[config.mk]
export PLATFORM = sky130hd
export DESIGN_NAME = smr_supply_reset
export DESIGN_NICKNAME = d
export VERILOG_FILES = /design/src/logic/smr_pkg.sv /design/src/logic/smr_supply_reset.sv
export VERILOG_INCLUDE_DIRS = /design/src /design/src/logic
export SDC_FILE = /design/constraint.sdc
export NUM_CORES = 1
export LEC_CHECK = 0
export BUFFER_PORTS_ARGS = -buffer_cell sky130_fd_sc_hd__buf_2
export CAP_MARGIN = 20
export CORE_ASPECT_RATIO = 1.4
export CORE_MARGIN = 2
export CORE_UTILIZATION = 30
export CTS_BUF_LIST = sky130_fd_sc_hd__clkbuf_4 sky130_fd_sc_hd__clkbuf_8
export CTS_CLUSTER_SIZE = 25
export DETAILED_ROUTE_END_ITERATION = 8
export PLACE_DENSITY = 0.45
export SLEW_MARGIN = 20
export SYNTH_ARGS = -nofsm -noshare
export SYNTH_HDL_FRONTEND = slang
export SYNTH_SLANG_ARGS = --single-unit
[constraint.sdc]
create_clock -name ref_clk_in -period 4.2 [get_ports ref_clk_in]
set_input_delay 0.84 -clock ref_clk_in [delete_from_list [all_inputs] [get_ports ref_clk_in]]
set_output_delay 0.84 -clock ref_clk_in [all_outputs]
set_load 0.01 [all_outputs]
[src/logic/smr_defines.svh]
// Offsets, field positions, reset values and timing counts for the supply monitor reset logic
`ifndef SMR_DEFINES_SVH
`define SMR_DEFINES_SVH

`define SMR_SUPPLY_MON_CTRL_ADDR 8'hFF
`define SMR_RESET_SOURCE_ADDR    8'hEF
`define SMR_POWER_UNIT_MODE_ADDR 8'hB5

`define SMR_BIT_CORE_EN          7
`define SMR_BIT_CORE_STAT        6
`define SMR_BIT_CORE_WARN_OK     5
`define SMR_BIT_BAT_WARN_OK      4
`define SMR_BIT_CORE_WARN_IE     3
`define SMR_BIT_BAT_WARN_IE      2
`define SMR_BIT_POWER_ON_FLAG    1
`define SMR_BIT_SW_RESET         4
`define SMR_BIT_FLASH_ERR_FLAG   6
`define SMR_BIT_BAT_MON_DISABLE  5

`define SMR_CORE_WARN_IE_RST     1'h1
`define SMR_BAT_WARN_IE_RST      1'h0

`define SMR_CLK_HZ               50000000
`define SMR_POR_DELAY_LOW_MS     3
`define SMR_POR_DELAY_MID_MS     7
`define SMR_POR_DELAY_HIGH_MS    15
`define SMR_MS_CYCLES            (`SMR_CLK_HZ / 1000)

`endif

[src/logic/smr_pkg.sv]
// Types shared by the supply monitor reset logic
package smr_pkg;
   typedef enum logic [1:0] {
      SMR_ST_POWER_UP = 2'b00,
      SMR_ST_DELAY    = 2'b01,
      SMR_ST_RUN      = 2'b10,
      SMR_ST_FAIL     = 2'b11
   } smr_state_t;

   typedef enum logic [1:0] {
      SMR_BAT_LOW  = 2'b00,
      SMR_BAT_MID  = 2'b01,
      SMR_BAT_HIGH = 2'b10
   } smr_bat_range_t;
endpackage

[src/logic/smr_supply_reset.sv]
// Supply monitor reset logic: power-on and power-fail resets, flags, warnings
// Function
// - Hold reset, reset pin released, until battery above power-on threshold.
// - Wait the power-on release delay (3, 7 or 15 ms) before release.
// - Set the power-on flag on exit from power-on reset.
// - Any reset but power-on and power-fail clears the power-on flag; other flags then undefined.
// - Every reset restarts program execution at address 0x0000.
// - Battery monitor disable: every reset but power-fail becomes full power-on, re-enabling monitor.
// - Power-on and power-fail resets enable and select the core monitor.
// - Enabled and selected monitor, core below threshold: pin low, core reset.
// - After power-fail reset the power-on flag reads one.
// - Only power-on and power-fail resets change core monitor enable and select.
// - Sleep suppresses power-fail reset; wake keeps software settings.
// - Core warning status follows the warning comparator.
// - Flash erase or write with core monitor disabled causes a flash-error reset.
// - No release delay after a core monitor reset.
// - Selecting an unsettled monitor may produce a system reset.
// - Enable bit powers the monitor; no reset unless also selected.
// - Read-only status bit shows core above reset threshold.
// - Core warning interrupt enable gates that interrupt; reset value one.
// - Battery warning status read-only; its interrupt enable resets to zero.
// - Control register bits 1 to 0 read zero, writes ignored.
`timescale 1ns/10ps
`include "smr_defines.svh"

module smr_supply_reset (
   // Clock and reset
   input  wire logic                  ref_clk_in,
   input  wire logic                  arst_n_in,
   // Analog comparators (asynchronous)
   input  wire logic                  bat_above_por_in,
   input  wire logic                  core_above_rst_in,
   input  wire logic                  core_above_warn_in,
   input  wire logic                  bat_above_warn_in,
   input  wire logic                  core_mon_settled_in,
   input  wire smr_pkg::smr_bat_range_t bat_range_in,
   // Core events
   input  wire logic                  sleep_in,
   input  wire logic                  other_reset_in,
   input  wire logic                  flash_wr_erase_in,
   // Special-function register port
   input  wire logic [7:0]            sfr_addr_in,
   input  wire logic                  sfr_wr_in,
   input  wire logic [7:0]            sfr_wdata_in,
   output logic      [7:0]            sfr_rdata_out,
   // Reset and interrupt outputs
   output logic                       core_reset_out,
   output logic [15:0]                reset_vector_out,
   output logic                       rst_pin_out,
   output logic                       rst_pin_oe_out,
   output logic                       rst_pullup_en_out,
   output logic                       core_mon_power_out,
   output logic                       bat_mon_power_out,
   output logic                       core_warn_irq_out,
   output logic                       bat_warn_irq_out
);
   localparam int unsigned LOW_CYC  = `SMR_POR_DELAY_LOW_MS * `SMR_MS_CYCLES;
   localparam int unsigned MID_CYC  = `SMR_POR_DELAY_MID_MS * `SMR_MS_CYCLES;
   localparam int unsigned HIGH_CYC = `SMR_POR_DELAY_HIGH_MS * `SMR_MS_CYCLES;

   smr_pkg::smr_state_t state_q;
   logic [4:0]  sync1_q;
   logic [4:0]  sync2_q;
   logic [19:0] delay_q;
   logic [19:0] delay_target;
   logic        core_en_q;
   logic        core_sel_q;
   logic        por_flag_q;
   logic        flash_err_q;
   logic        core_warn_ie_q;
   logic        bat_warn_ie_q;
   logic        bat_mon_dis_q;
   logic        bat_ok;
   logic        core_ok;
   logic        core_warn_ok;
   logic        bat_warn_ok;
   logic        mon_settled;
   logic        wr_ctrl;
   logic        wr_rsrc;
   logic        wr_pmu;
   logic        sw_reset;
   logic        flash_err;
   logic        any_reset;
   logic        fail_reset;

   // Two-flop synchronisers for analog comparator outputs
   always_ff @(posedge ref_clk_in or negedge arst_n_in) begin
      if (!arst_n_in) begin
         sync1_q <= 5'h00;
         sync2_q <= 5'h00;
      end else begin
         sync1_q <= {core_mon_settled_in, bat_above_warn_in, core_above_warn_in,
                     core_above_rst_in, bat_above_por_in};
         sync2_q <= sync1_q;
      end
   end

   assign bat_ok       = sync2_q[0];
   assign core_ok      = sync2_q[1];
   assign core_warn_ok = sync2_q[2];
   assign bat_warn_ok  = sync2_q[3];
   assign mon_settled  = sync2_q[4];

   assign wr_ctrl = sfr_wr_in && (sfr_addr_in == `SMR_SUPPLY_MON_CTRL_ADDR);
   assign wr_rsrc = sfr_wr_in && (sfr_addr_in == `SMR_RESET_SOURCE_ADDR);
   assign wr_pmu  = sfr_wr_in && (sfr_addr_in == `SMR_POWER_UNIT_MODE_ADDR);
   assign sw_reset = wr_rsrc && sfr_wdata_in[`SMR_BIT_SW_RESET];

   // Power-fail: enabled, selected, awake monitor sees low core or is not settled
   assign fail_reset = (state_q == smr_pkg::SMR_ST_RUN) && core_en_q && core_sel_q
                       && !sleep_in && (!core_ok || !mon_settled);
   assign flash_err  = (state_q == smr_pkg::SMR_ST_RUN) && flash_wr_erase_in
                       && !core_en_q;
   assign any_reset  = (state_q == smr_pkg::SMR_ST_RUN)
                       && (other_reset_in || sw_reset || flash_err);

   always_comb begin
      case (bat_range_in)
         smr_pkg::SMR_BAT_LOW:  delay_target = 20'(LOW_CYC - 1);
         smr_pkg::SMR_BAT_MID:  delay_target = 20'(MID_CYC - 1);
         smr_pkg::SMR_BAT_HIGH: delay_target = 20'(HIGH_CYC - 1);
         default:               delay_target = 20'(HIGH_CYC - 1);
      endcase
   end

   // Sequencer: power-up, release delay, run, power-fail
   always_ff @(posedge ref_clk_in or negedge arst_n_in) begin
      if (!arst_n_in) begin
         state_q <= smr_pkg::SMR_ST_POWER_UP;
         delay_q <= 20'h00000;
      end else begin
         case (state_q)
            smr_pkg::SMR_ST_POWER_UP: begin
               delay_q <= 20'h00000;
               if (bat_ok) begin
                  state_q <= smr_pkg::SMR_ST_DELAY;
               end
            end
            smr_pkg::SMR_ST_DELAY: begin
               if (!bat_ok) begin
                  state_q <= smr_pkg::SMR_ST_POWER_UP;
               end else if (delay_q >= delay_target) begin
                  state_q <= smr_pkg::SMR_ST_RUN;
               end else begin
                  delay_q <= delay_q + 20'h00001;
               end
            end
            smr_pkg::SMR_ST_RUN: begin
               if (!bat_ok || (bat_mon_dis_q && any_reset)) begin
                  state_q <= smr_pkg::SMR_ST_POWER_UP;
               end else if (fail_reset) begin
                  state_q <= smr_pkg::SMR_ST_FAIL;
               end
            end
            smr_pkg::SMR_ST_FAIL: begin
               if (!bat_ok) begin
                  state_q <= smr_pkg::SMR_ST_POWER_UP;
               end else if (core_ok && mon_settled) begin
                  state_q <= smr_pkg::SMR_ST_RUN;
               end
            end
            default: state_q <= smr_pkg::SMR_ST_POWER_UP;
         endcase
      end
   end

   // Core monitor enable and select survive all but power-on and power-fail
   always_ff @(posedge ref_clk_in or negedge arst_n_in) begin
      if (!arst_n_in) begin
         core_en_q  <= 1'b1;
         core_sel_q <= 1'b1;
      end else if (state_q == smr_pkg::SMR_ST_POWER_UP || state_q == smr_pkg::SMR_ST_FAIL) begin
         core_en_q  <= 1'b1;
         core_sel_q <= 1'b1;
      end else if (state_q == smr_pkg::SMR_ST_RUN && !any_reset) begin
         if (wr_ctrl) begin
            core_en_q <= sfr_wdata_in[`SMR_BIT_CORE_EN];
         end
         if (wr_rsrc) begin
            core_sel_q <= sfr_wdata_in[`SMR_BIT_POWER_ON_FLAG];
         end
      end
   end

   // Power-on flag and flash-error cause flag
   always_ff @(posedge ref_clk_in or negedge arst_n_in) begin
      if (!arst_n_in) begin
         por_flag_q  <= 1'b1;
         flash_err_q <= 1'b0;
      end else if (state_q == smr_pkg::SMR_ST_POWER_UP || state_q == smr_pkg::SMR_ST_FAIL) begin
         por_flag_q  <= 1'b1;
         flash_err_q <= 1'b0;
      end else if (any_reset && !bat_mon_dis_q) begin
         por_flag_q  <= 1'b0;
         flash_err_q <= flash_err;
      end
   end

   // Interrupt enables and battery monitor disable
   always_ff @(posedge ref_clk_in or negedge arst_n_in) begin
      if (!arst_n_in) begin
         core_warn_ie_q <= `SMR_CORE_WARN_IE_RST;
         bat_warn_ie_q  <= `SMR_BAT_WARN_IE_RST;
         bat_mon_dis_q  <= 1'b0;
      end else if (state_q != smr_pkg::SMR_ST_RUN || any_reset) begin
         core_warn_ie_q <= `SMR_CORE_WARN_IE_RST;
         bat_warn_ie_q  <= `SMR_BAT_WARN_IE_RST;
         if (state_q == smr_pkg::SMR_ST_POWER_UP) begin
            bat_mon_dis_q <= 1'b0;
         end
      end else begin
         if (wr_ctrl) begin
            core_warn_ie_q <= sfr_wdata_in[`SMR_BIT_CORE_WARN_IE];
            bat_warn_ie_q  <= sfr_wdata_in[`SMR_BIT_BAT_WARN_IE];
         end
         if (wr_pmu && sfr_wdata_in[`SMR_BIT_BAT_MON_DISABLE]) begin
            bat_mon_dis_q <= 1'b1;
         end
      end
   end

   // Register read-back; low control bits read zero
   always_ff @(posedge ref_clk_in or negedge arst_n_in) begin
      if (!arst_n_in) begin
         sfr_rdata_out <= 8'h00;
      end else begin
         case (sfr_addr_in)
            `SMR_SUPPLY_MON_CTRL_ADDR:
               sfr_rdata_out <= {core_en_q, core_ok, core_warn_ok, bat_warn_ok,
                                 core_warn_ie_q, bat_warn_ie_q, 2'b00};
            `SMR_RESET_SOURCE_ADDR:
               sfr_rdata_out <= {1'b0, flash_err_q, 4'h0, por_flag_q, 1'b0};
            `SMR_POWER_UNIT_MODE_ADDR:
               sfr_rdata_out <= {2'b00, bat_mon_dis_q, 5'h00};
            default:
               sfr_rdata_out <= 8'h00;
         endcase
      end
   end

   // Outputs; the system reset is held for as long as any other reset cause is present
   always_ff @(posedge ref_clk_in or negedge arst_n_in) begin
      if (!arst_n_in) begin
         core_reset_out    <= 1'b1;
         rst_pin_oe_out    <= 1'b0;
         rst_pullup_en_out <= 1'b0;
         core_warn_irq_out <= 1'b0;
         bat_warn_irq_out  <= 1'b0;
      end else begin
         core_reset_out    <= (state_q != smr_pkg::SMR_ST_RUN) || any_reset
                              || fail_reset;
         rst_pin_oe_out    <= (state_q == smr_pkg::SMR_ST_FAIL) || fail_reset;
         rst_pullup_en_out <= (state_q == smr_pkg::SMR_ST_RUN) || (state_q == smr_pkg::SMR_ST_FAIL);
         // Held off outside run: synchronisers read low just after reset
         core_warn_irq_out <= (state_q == smr_pkg::SMR_ST_RUN) && core_warn_ie_q
                              && !core_warn_ok;
         bat_warn_irq_out  <= (state_q == smr_pkg::SMR_ST_RUN) && bat_warn_ie_q
                              && !bat_warn_ok;
      end
   end

   assign reset_vector_out   = 16'h0000;
   assign rst_pin_out        = 1'b0;
   assign core_mon_power_out = core_en_q;
   assign bat_mon_power_out  = !bat_mon_dis_q;
endmodule

After elaboration in Yosys (flattened, before gate mapping). Index checks and enable logic that the tools add are counted.

Logic and storage cells: 116. Flip-flop bits (word level): 52.

Muxes and demuxes: 30. Reductions and logical operators: 52. Equal/unequal tests: 15. Add/subtract/negate cells: 1. Order comparisons: 1.

Operators by type and width (count): 20-bit case mux with 2 select lines (2); 20-bit 2-to-1 mux (2); 8-bit == test (second input constant) (3); 8-bit case mux with 3 select lines (1); 20-bit by 1-bit adder with 20-bit output (second input constant) (1); 20-bit greater-or-equal comparator (1); 1-bit logical AND (20); 1-bit 2-to-1 mux (17); 2-bit 2-to-1 mux (7); 2-bit nonzero test (7); 2-bit inequality test (second input constant) (5); 1-bit zero test (9); 1-bit logical OR (9); 3-bit inequality test (second input constant) (3); 2-bit case mux with 4 select lines (1); 2-bit AND reduction (3); 2-bit by 1-bit == test with 1-bit output (second input constant) (2); 2-bit == test (second input constant) (2); 2-bit zero test (2); 4-bit AND reduction (1); 3-bit AND reduction (1).

Depth between registers and ports, before layout. Gate-level depths: netlist of run 1.

Word-level depth: 10. Depth in mapped cells: 11. Mapped depth without buffers: 9.

Worst setup path after synthesis of run 1. Ideal clock, no wire load.

Kind: in2reg. Start: input port bat_range_in[1]. End: register state_q[1]. Cell stages on the path: 9. Path slack: 1045 ps. Arrival: 3028 ps. Buffers on the path: 1. Data required time: 4073 ps. Path through: or2_2 ha_1 a21o_1 maj3_1 or4b_4 a211oi_2 buf_4 o221a_2 mux2_1.

Longest elaborated chain between the ends: 5.

Ends and longest elaborated chain: start: declaration (RTL line smr_supply_reset.sv:36) `input wire smr_pkg::smr_bat_range_t bat_range_in,`; 2-bit by 1-bit == test with 1-bit output / 2-bit zero test (equally long branches) (RTL line smr_supply_reset.sv:118) `case (bat_range_in)`; 20-bit case mux with 2 select lines (*) (RTL line smr_supply_reset.sv:118); 20-bit greater-or-equal comparator (*) (RTL line smr_supply_reset.sv:142) `end else if (delay_q >= delay_target) begin`; 3-bit inequality test (no source line) (*); 4-bit AND reduction (no source line) (*); end signal: assignment (RTL line smr_supply_reset.sv:141) `state_q <= smr_pkg::SMR_ST_POWER_UP;`; end signal: assignment (RTL line smr_supply_reset.sv:143) `state_q <= smr_pkg::SMR_ST_RUN;`; end signal: assignment (RTL line smr_supply_reset.sv:150) `state_q <= smr_pkg::SMR_ST_POWER_UP;`; end: declaration (RTL line smr_supply_reset.sv:61) `smr_pkg::smr_state_t state_q;`.

Mark *: on every way between the ends. The rest lies on a longest branch, timed or not. A chain may end at the register's enable or synchronous reset.

Final worst setup path of run 1.
Start: input port bat_range_in[1]. End: register delay_q[13].

Longest elaborated chain between the ends: 5.

Ends and longest elaborated chain: 2-bit by 1-bit == test with 1-bit output / 2-bit zero test (equally long branches) (RTL line smr_supply_reset.sv:118); 20-bit case mux with 2 select lines (*) (RTL line smr_supply_reset.sv:118); 20-bit greater-or-equal comparator (*) (RTL line smr_supply_reset.sv:142); 2-bit inequality test (no source line) (*); 3-bit AND reduction (no source line) (*); end signal: assignment (RTL line smr_supply_reset.sv:145) `delay_q <= delay_q + 20'h00001;`; end: declaration (RTL line smr_supply_reset.sv:64) `logic [19:0] delay_q;`.

Marked as above.

==> results of run 1 <==
-- cell type report --
cell class,instances,area [um2],area share (%)
Tap cell,110,137.6,4.285
Clock inverter,2,38.79,1.208
Sequential cell,51,1282,39.93
Inverter,10,37.54,1.169
Multi-Input combinational cell,218,1403,43.67
Timing Repair Buffer,44,230.2,7.168
Clock buffer,6,82.58,2.571
-- logic make-up after synthesis --
logic type	Yosys count
mux	9
compound gates	52
fa+ha+maj	16
buf+inv	38
simple gates	122
xor+xnor	1
other cells	1
flops	51
-- per-layer routing --
layer  vias to the layer above  global-route usage (%)
li1                       1093                       -
met1                      1057                   17.28
met2                        52                   23.70
met3                        12                   2.218
met4                         0                   4.785
met5                         -                       0
-- through the flow --
stage	cells	hold WS [ps]	setup slack [ps]	area [um2]	power [mW]
floorplan	307	331.2	1045	2919	0.7789
global placement	433	331.5	730.1	3090	0.8787
detailed placement	433	337.2	712.1	3090	0.8804
CTS	441	363.3	1053	3212	1.264
global route	441	377.1	871.2	3212	1.325
finish	441	359.2	1068	3212	1.242
-- cell usage in the layout, fill, tap and decap left out, drive strengths merged, types with 3 or more instances in the layout --
cell type,synthesis,routed
nand4,11,11
or3,3,3
and2,6,6
or4b,3,3
o21ai,7,7
nor2,12,12
nor2b,7,7
nand3,17,17
a21oi,15,15
or4,7,7
dfstp,5,5
and3,4,4
o31ai,8,8
ha,14,14
buf,23,44
or2,4,4
mux2i,7,7
nor3,5,5
inv,10,11
nand2,30,30
clkbuf,5,6
conb,1,18
nand2b,6,6
dfrtp,46,46
-- power by group through the flow --
stage | Combinational, mW | Clock (mW) | Sequential, mW
2_1_floorplan | 0.213 | 0 | 0.566
3_3_place_gp | 0.311 | 0 | 0.568
3_5_place_dp | 0.314 | 0 | 0.566
4_1_cts | 0.313 | 0.393 | 0.558
5_1_grt | 0.352 | 0.410 | 0.564
6_report | 0.306 | 0.378 | 0.558
-- registers in the layout, indices dropped and copies added, names as in the netlist --
name	count
core_sel_q	1
sync2_q	5
por_flag_q	1
core_reset_out	1
core_warn_irq_out	1
state_q	2
core_mon_power_out	1
sfr_rdata_out	7
delay_q	20
bat_warn_ie_q	1
sync1_q	5
bat_mon_dis_q	1
rst_pin_oe_out	1
core_warn_ie_q	1
flash_err_q	1
rst_pullup_en_out	1
bat_warn_irq_out	1
-- final timing paths --
| path | end | start | cells past startpoint |
|---|---|---|---|
| worst max-delay path | delay_q[13] | bat_range_in[1] | 10 |
| worst min register to register | sync2_q[4] | sync1_q[4] | 0 |
| max in group asynchronous | core_sel_q | arst_n_in | 2 |
| worst min-delay path | sync2_q[4] | sync1_q[4] | 0 |
| worst max register to register | delay_q[13] | delay_q[0] | 8 |
| min in group asynchronous | delay_q[10] | arst_n_in | 1 |
==> qor.txt, run 1 <==
crit path max fanout - 12
cells after synthesis - 290
Initial Utilization - 30.52%
Flop pwr share - 45.0%
status - complete, no violations
cts hold-fix bufs - 0
Sw Share - 32.90%
area of the mapped netlist - 2855 um2
critical path type - input pin to flop
Critical Path Source Type - input pin
Async S/R FF share, synth - 100.0%
Core Area - 9354 um2
Simple-Gate Fraction of Synth Area - 23.58%
final setup skew - 7.797 ps
Logic pwr share - 24.6%
slowest stage cell, crit path - or4b_4
Num CTS Buffers - 5
peak supply drop - 158.4 uV
count leader, synth - dfrtp_1
#FFs+latches synth - 51
Adder-Cell Fraction of Synth Area - 6.836%
Max Slew Vio Count - 0
antenna violations before repair - 0
Int Pwr - 0.8335 mW
cell row count - 42
port buffer count - 40
Root Driver - clkbuf_8
Synth Flop Type - dfrtp_1
Post-synth EDFFs - 0
Die Ht - 119.4 um
Setup TNS Final - 0 ps
first-pass GRT wire length - 11.12 mm
maximum capacitance violations - 0
critical path capture point type - flop
largest family of logic cells by synthesized area - simple AND/OR/NAND/NOR gates
clk slew on worst S/H paths - 100 ps
Yosys top cell by area - dfrtp_1
post_cts resized - 0
top post-synthesis cells by area - dfrtp_1 (40%), ha_1 (6.1%), buf_4 (5.3%)
R2R Setup Slk - 1480 ps
Critical Path, Cell by Cell - buf_2, or2_2, ha_1, a21o_1, maj3_1, or4b_4, a211oi_2, buf_4, nor3_1, mux2_1
syn avg cell area - 9.846 um2
vias in the first global route - 2187
pin count of the biggest net entering global routing - 39
CTS H-tree lvls - 2
Final setup viols - 0
Synth Area in Compound Gates - 12.80%
Total Routing Usage GR - 13.80%
uppermost layer routed - met4
I/O Pins - 61
Critical Path Max Stage Delay - 470 ps
Worst Hold Class - flop to flop
1st-iter DRT viols - 126
drc violations - 0
xor/xnor cell area share of the yosys netlist - 0.3067%
CTS tree - done
Synth top area share - 40.32%
CP Buf/Inv Count - 2
fraction of synthesized area in multiplexers - 3.243%
Yosys warning count - 0
Fin. Hold Viols - 0
layout cells sized above 1 - 20.54%
Antenna Cells - 0
DP HPWL - 5.118 mm
vias per cell - 5.020
routability congestion estimate - 0.8289
relative slew slack - 38.85%
final WL - 6.822 mm
Worst Path Arrival - 3340 ps
RSZ-0062 raised after global routing - no
static leakage - 1.493 nW
wl on met1 - 2.975 mm
metal3 WL - 225 um
width of the die - 86.45 um
register area share after synthesis - 44.92%
Sw Pwr - 0.4088 mW
fin crit period - 3132 ps
Fillers - 1000
Cell Pwr Density - 386.8 nW/um2
final net count - 373
drt pass-1 iters - 4
synth unique cells - 56
Max Freq - 319.3 MHz
critical path required time - 4400 ps
CTS max path bufs - 2
Worst-Margin Slew - 904.4 ps
Synth top cells by count - dfrtp_1 (46), nand2_1 (30), buf_4 (20)
Die Area - 10320 um2
metal2 WL - 3.458 mm
Clock Latency Late Sink - 310 ps
DR vias - 2214
Post-CTS Setup Repair Bufs - 0
end-of-flow core utilization - 34.34%
CTS Sinks - 51
post-DR wirelength/cell - 15.47 um
Post-DRT Antenna Nets - 0
area growth from synthesis to layout - 12.49%
clock power share - 30.4%
cell family with most CP delay - simple AND/OR/NAND/NOR gates
crit share post-route - 74.58%
Overflow after GRT - 0
Power figures use the tool's default switching activity.
==> run 2, diff against run 1 <==
ABC_AREA = 1   (was unset)
clock period = 3.15 ns   (was 4.2 ns; I/O delays follow)
==> qor.txt, run 2 <==
Root Driver - clkbuf_8
Yosys warning count - 0
CTS tree - done
area of the mapped netlist - 3039 um2
I/O Pins - 61
layout cells sized above 1 - 18.91%
DP HPWL - 5.423 mm
crit path max fanout - 25
multi-input logic area - 1469 um2
final WL - 6.971 mm
Setup TNS Final - 0 ps
Worst Hold Class - input pin to async pin
Post-synth EDFFs - 0
pin count of the biggest net entering global routing - 39
antenna violations before repair - 0
Fillers - 1104
syn avg cell area - 7.998 um2
final worst hold slack - 190.3 ps
#FFs+latches synth - 51
CTS max path bufs - 2
count leader, synth - nand2_1
Core Area - 9899 um2
Fin. Hold Viols - 0
Largest regs - delay_q: 20 flops, sfr_rdata_out: 7 flops
1st-iter DRT viols - 70
clk slew on worst S/H paths - 100 ps
most common cell after layout, fill and taps aside - nand2_1
Die Area - 10960 um2
Worst Path Arrival - 2420 ps
cell row count - 43
Cell Pwr Density - 495.0 nW/um2
Initial Utilization - 30.70%
Clock Latency Late Sink - 320 ps
Final setup viols - 0
first-pass GRT wire length - 11.49 mm
commonest cells after routing, fill and taps aside - nand2_1 (86), nor2_1 (46), dfrtp_1 (46), buf_2 (40), inv_1 (39)
post-DR wirelength/cell - 12.49 um
Critical path origin - state_q[1]
RSZ-0062 raised after global routing - no
static leakage - 1.772 nW
Worst-Margin Slew - 552.9 ps
CP Buf/Inv Count - 2
width of the die - 89.07 um
maximum capacitance violations - 0
Largest register FFs - 20
drt pass-1 iters - 4
Most flops, register - delay_q
Die Ht - 123.1 um
Max Freq - 460.8 MHz
critical path required time - 3400 ps
final net count - 465
register area share after synthesis - 42.20%
top post-synthesis cells by area - dfrtp_1 (38%), nand2_1 (11%), nand3_1 (6.3%)
port buffer count - 40
fin crit period - 2170 ps
Overflow after GRT - 0
drc violations - 0
vias per cell - 4.480
vias in the first global route - 2415
slowest stage cell, crit path - dfrtp_1
DR vias - 2500
Post-CTS Setup Repair Bufs - 0
Synth Flop Type - dfrtp_1
critical path capture point type - flop
register area - 1282 um2
Synth top area share - 37.88%
area growth from synthesis to layout - 12.19%
Total Routing Usage GR - 13.58%
peak supply drop - 424.6 uV
Post-DRT Antenna Nets - 0
Max Slew Vio Count - 0
critical path type - flop to flop
r2r startpoint - state_q[1]
CTS H-tree lvls - 2
status - complete, no violations
cell family with most CP delay - simple AND/OR/NAND/NOR gates
crit share post-route - 68.90%
CTS Sinks - 51
Yosys top cell by area - dfrtp_1
post_cts resized - 0
Critical Path Source Type - flop
synth unique cells - 33
Antenna Cells - 0
Async S/R FF share, synth - 100.0%
Critical Path Max Stage Delay - 430 ps
relative slew slack - 63.10%
Synth top cells by count - nand2_1 (86), dfrtp_1 (46), nor2_1 (46)
Critical Path, Cell by Cell - inv_1, ha_1, inv_1, nor3_2, nand3_1, nor2_2, nand2_4, nand2_4, nand2_1, o21ai_2
cts hold-fix bufs - 0
Num CTS Buffers - 5
cells after synthesis - 380
routability congestion estimate - 0.8711
final setup skew - 9.987 ps
run 2: changes by cell type in the layout (fill, tap and decap cells not counted), sizes merged, moves of 7 or more:
cell   previous run  this run
o31ai             8         0
nor2             12        47
inv              11        46
mux2i             7         0
o21ai             7        14
nor2b             7         0
nand3            17        38
or4               7         0
a21oi            15         7
xor2              0        14
nand2            30        90
run 2: through the flow:
| step | cells | cell area (um2) | utilization (%) | power [mW] | setup WS (ps) |
|---|---|---|---|---|---|
| final | 558 | 3410 | 34.44 | 1.688 | 979.8 |
| after floorplan | 397 | 3103 | - | 1.187 | 1071 |
| after detailed placement | 550 | 3312 | 33.46 | 1.309 | 666.4 |
| after CTS | 558 | 3410 | 34.44 | 1.725 | 906.0 |
| after global placement | 550 | 3312 | 33.46 | 1.307 | 717.2 |
| after global routing | 558 | 3410 | 34.44 | 1.811 | 750.8 |
run 2: layout make-up:
type                    instances  share of cell area, %
clock buffers                   5                  2.018
clock inverters                 3                 0.8440
inverters                      45                  4.954
multi-input cells             276                  43.08
flip-flops and latches         51                  37.61
well taps                     135                  4.954
repair buffers                 43                  6.532
run 2: per-layer routing:
layer	vias to the layer above	global-route usage (%)	wire (um)
met5	-	0	0
met4	0	4.664	119
met3	10	2.203	317
met2	53	25.00	3641
met1	1173	15.59	2892
li1	1264	-	-
run 2: worst reg2reg max path, stage by stage (launching register included):
cell     delay [ps]
dfrtp_1         430
inv_1            90
ha_1            250
inv_1           290
nor3_2          200
nand3_1         110
nor2_2          200
nand2_4          80
nand2_4         250
nand2_1         130
o21ai_2          70
run 2: cells by family after synthesis:
logic type	share of synthesized area, %
xor gates and xnor gates	5.187
DFF	42.20
buffers and inverters	11.57
adders and majority gates	5.764
and+or+nand+nor	29.48
AOI/OAI and AO/OA	5.681
other	0.1234
run 2: where the power goes:
group / internal (mW) / total, mW / switching, mW
Sequential: 0.699 / 0.735 / 0.0365
Clock: 0.165 / 0.410 / 0.245
Combinational: 0.144 / 0.543 / 0.398
Total: 1.01 / 1.69 / 0.680
run 2: path summary, 6_finish.rpt:
check,to,slack (ps),depth (start not counted)
min in group ref_clk_in,sync2_q[1],350,0
max in group asynchronous,core_warn_ie_q,2150,2
min,delay_q[2],190,1
max,delay_q[7],980,10
max reg2reg,delay_q[7],980,10
min reg2reg,sync2_q[1],350,0
==> run 3, diff against run 2 <==
clock period = 2.3 ns   (was 3.15 ns; I/O delays follow)
==> qor.txt, run 3 (synthesis gave the netlist of run 2 again) <==
Final Worst Setup Slack - 449.7 ps
Die Area - 10960 um2
Die Ht - 123.1 um
fin crit period - 1850 ps
vias in the first global route - 2524
Initial Utilization - 30.70%
final net count - 473
critical path capture point type - flop
clk slew on worst S/H paths - 110 ps
crit share post-route - 80.45%
end-of-flow core utilization - 35.17%
first-pass GRT wire length - 11.55 mm
Final setup viols - 0
Worst Path Arrival - 2070 ps
peak supply drop - 387.5 uV
routability congestion estimate - 0.8501
Fillers - 1079
antenna violations before repair - 0
post-DR wirelength/cell - 12.20 um
DR vias - 2487
RSZ-0062 raised after global routing - no
width of the die - 89.07 um
final setup skew - 11.16 ps
crit path max fanout - 17
Setup TNS Final - 0 ps
CTS H-tree lvls - 2
final WL - 6.905 mm
pin count of the biggest net entering global routing - 24
Largest regs - delay_q: 20 flops, sfr_rdata_out: 7 flops
port buffer count - 40
Max Slew Vio Count - 0
Critical Path Source Type - flop
DP HPWL - 5.601 mm
Power, Total - 2.422 mW
drc violations - 0
drt pass-1 iters - 4
area growth from synthesis to layout - 14.57%
Post-CTS Setup Repair Bufs - 0
Antenna Cells - 0
vias per cell - 4.394
Post-DRT Antenna Nets - 0
Total Routing Usage GR - 13.62%
cell row count - 43
Num CTS Buffers - 5
Most flops, register - delay_q
Worst Hold Class - input pin to async pin
final worst hold slack - 106.1 ps
layout cells sized above 1 - 20.42%
Overflow after GRT - 0
commonest cells after routing, fill and taps aside - nand2_1 (86), nor2_1 (46), dfrtp_1 (46), buf_2 (40), inv_1 (39)
Clock Latency Late Sink - 320 ps
multi-input logic area - 1469 um2
pre-CTS setup slack - 120.3 ps
critical path required time - 2520 ps
Worst-Margin Slew - 528.2 ps
CTS Sinks - 51
cts hold-fix bufs - 0
post_cts resized - 0
Root Driver - clkbuf_8
Max Freq - 540.5 MHz
CTS max path bufs - 2
static leakage - 1.815 nW
relative slew slack - 64.79%
Cell Pwr Density - 695.6 nW/um2
Core Area - 9899 um2
most common cell after layout, fill and taps aside - nand2_1
1st-iter DRT viols - 72
Largest register FFs - 20
status - complete, no violations
register area - 1282 um2
critical path type - flop to flop
Fin. Hold Viols - 0
maximum capacitance violations - 0
CTS tree - done
I/O Pins - 61
[run 3: cell types whose count changed in the layout (fill, tap and decap cells not counted), sizes merged]
cell / change
buf: +8
[run 3: metal layers]
metal  part of all wire [%]  track usage [%]
met1                     41            14.47
met2                     53            25.89
met3                    4.1            2.403
met4                    2.0            5.410
met5                      0                0
[run 3: through the flow]
step	std cells	instance area [um2]
final	566	3482
after floorplan	397	3103
after CTS	566	3482
after global routing	566	3482
after detailed placement	558	3385
after global placement	558	3385
[run 3: worst paths after layout]
kind | from | endpoint | slack, ps | cells past startpoint
min reg2reg | sync1_q[3] | sync2_q[3] | 360 | 0
max in group asynchronous | arst_n_in | core_warn_ie_q | 1550 | 2
min | arst_n_in | bat_mon_dis_q | 110 | 1
min in group ref_clk_in | core_above_warn_in | sync1_q[2] | 240 | 1
max reg2reg | delay_q[0] | state_q[0] | 450 | 13
max | delay_q[0] | state_q[0] | 450 | 13
[run 3: layout make-up]
type	instances	area share, %
Sequential cell	51	36.83
Multi-Input combinational cell	276	42.18
Clock buffer	5	1.976
Clock inverter	3	0.8264
Inverter	45	4.851
Tap cell	135	4.851
Timing Repair Buffer	51	8.480
[run 3: worst max-delay path: stages (launching register included)]
cell	delay, ps
dfrtp_1	490
ha_1	210
nand4_1	100
nand2_1	100
nand3_1	70
nand2_1	70
nand2_1	50
nand2_1	70
nand2_2	70
nand2_4	80
buf_4	210
nand3_1	110
nand2_1	80
nand2_1	40
[run 3: report_power, final]
group / leakage (nW) / switching (mW) / internal (mW) / total [mW]
Clock: 0.0502 / 0.333 / 0.226 / 0.559
Sequential: 0.667 / 0.0503 / 0.957 / 1.01
Combinational: 1.10 / 0.567 / 0.289 / 0.856
Total: 1.82 / 0.950 / 1.47 / 2.42
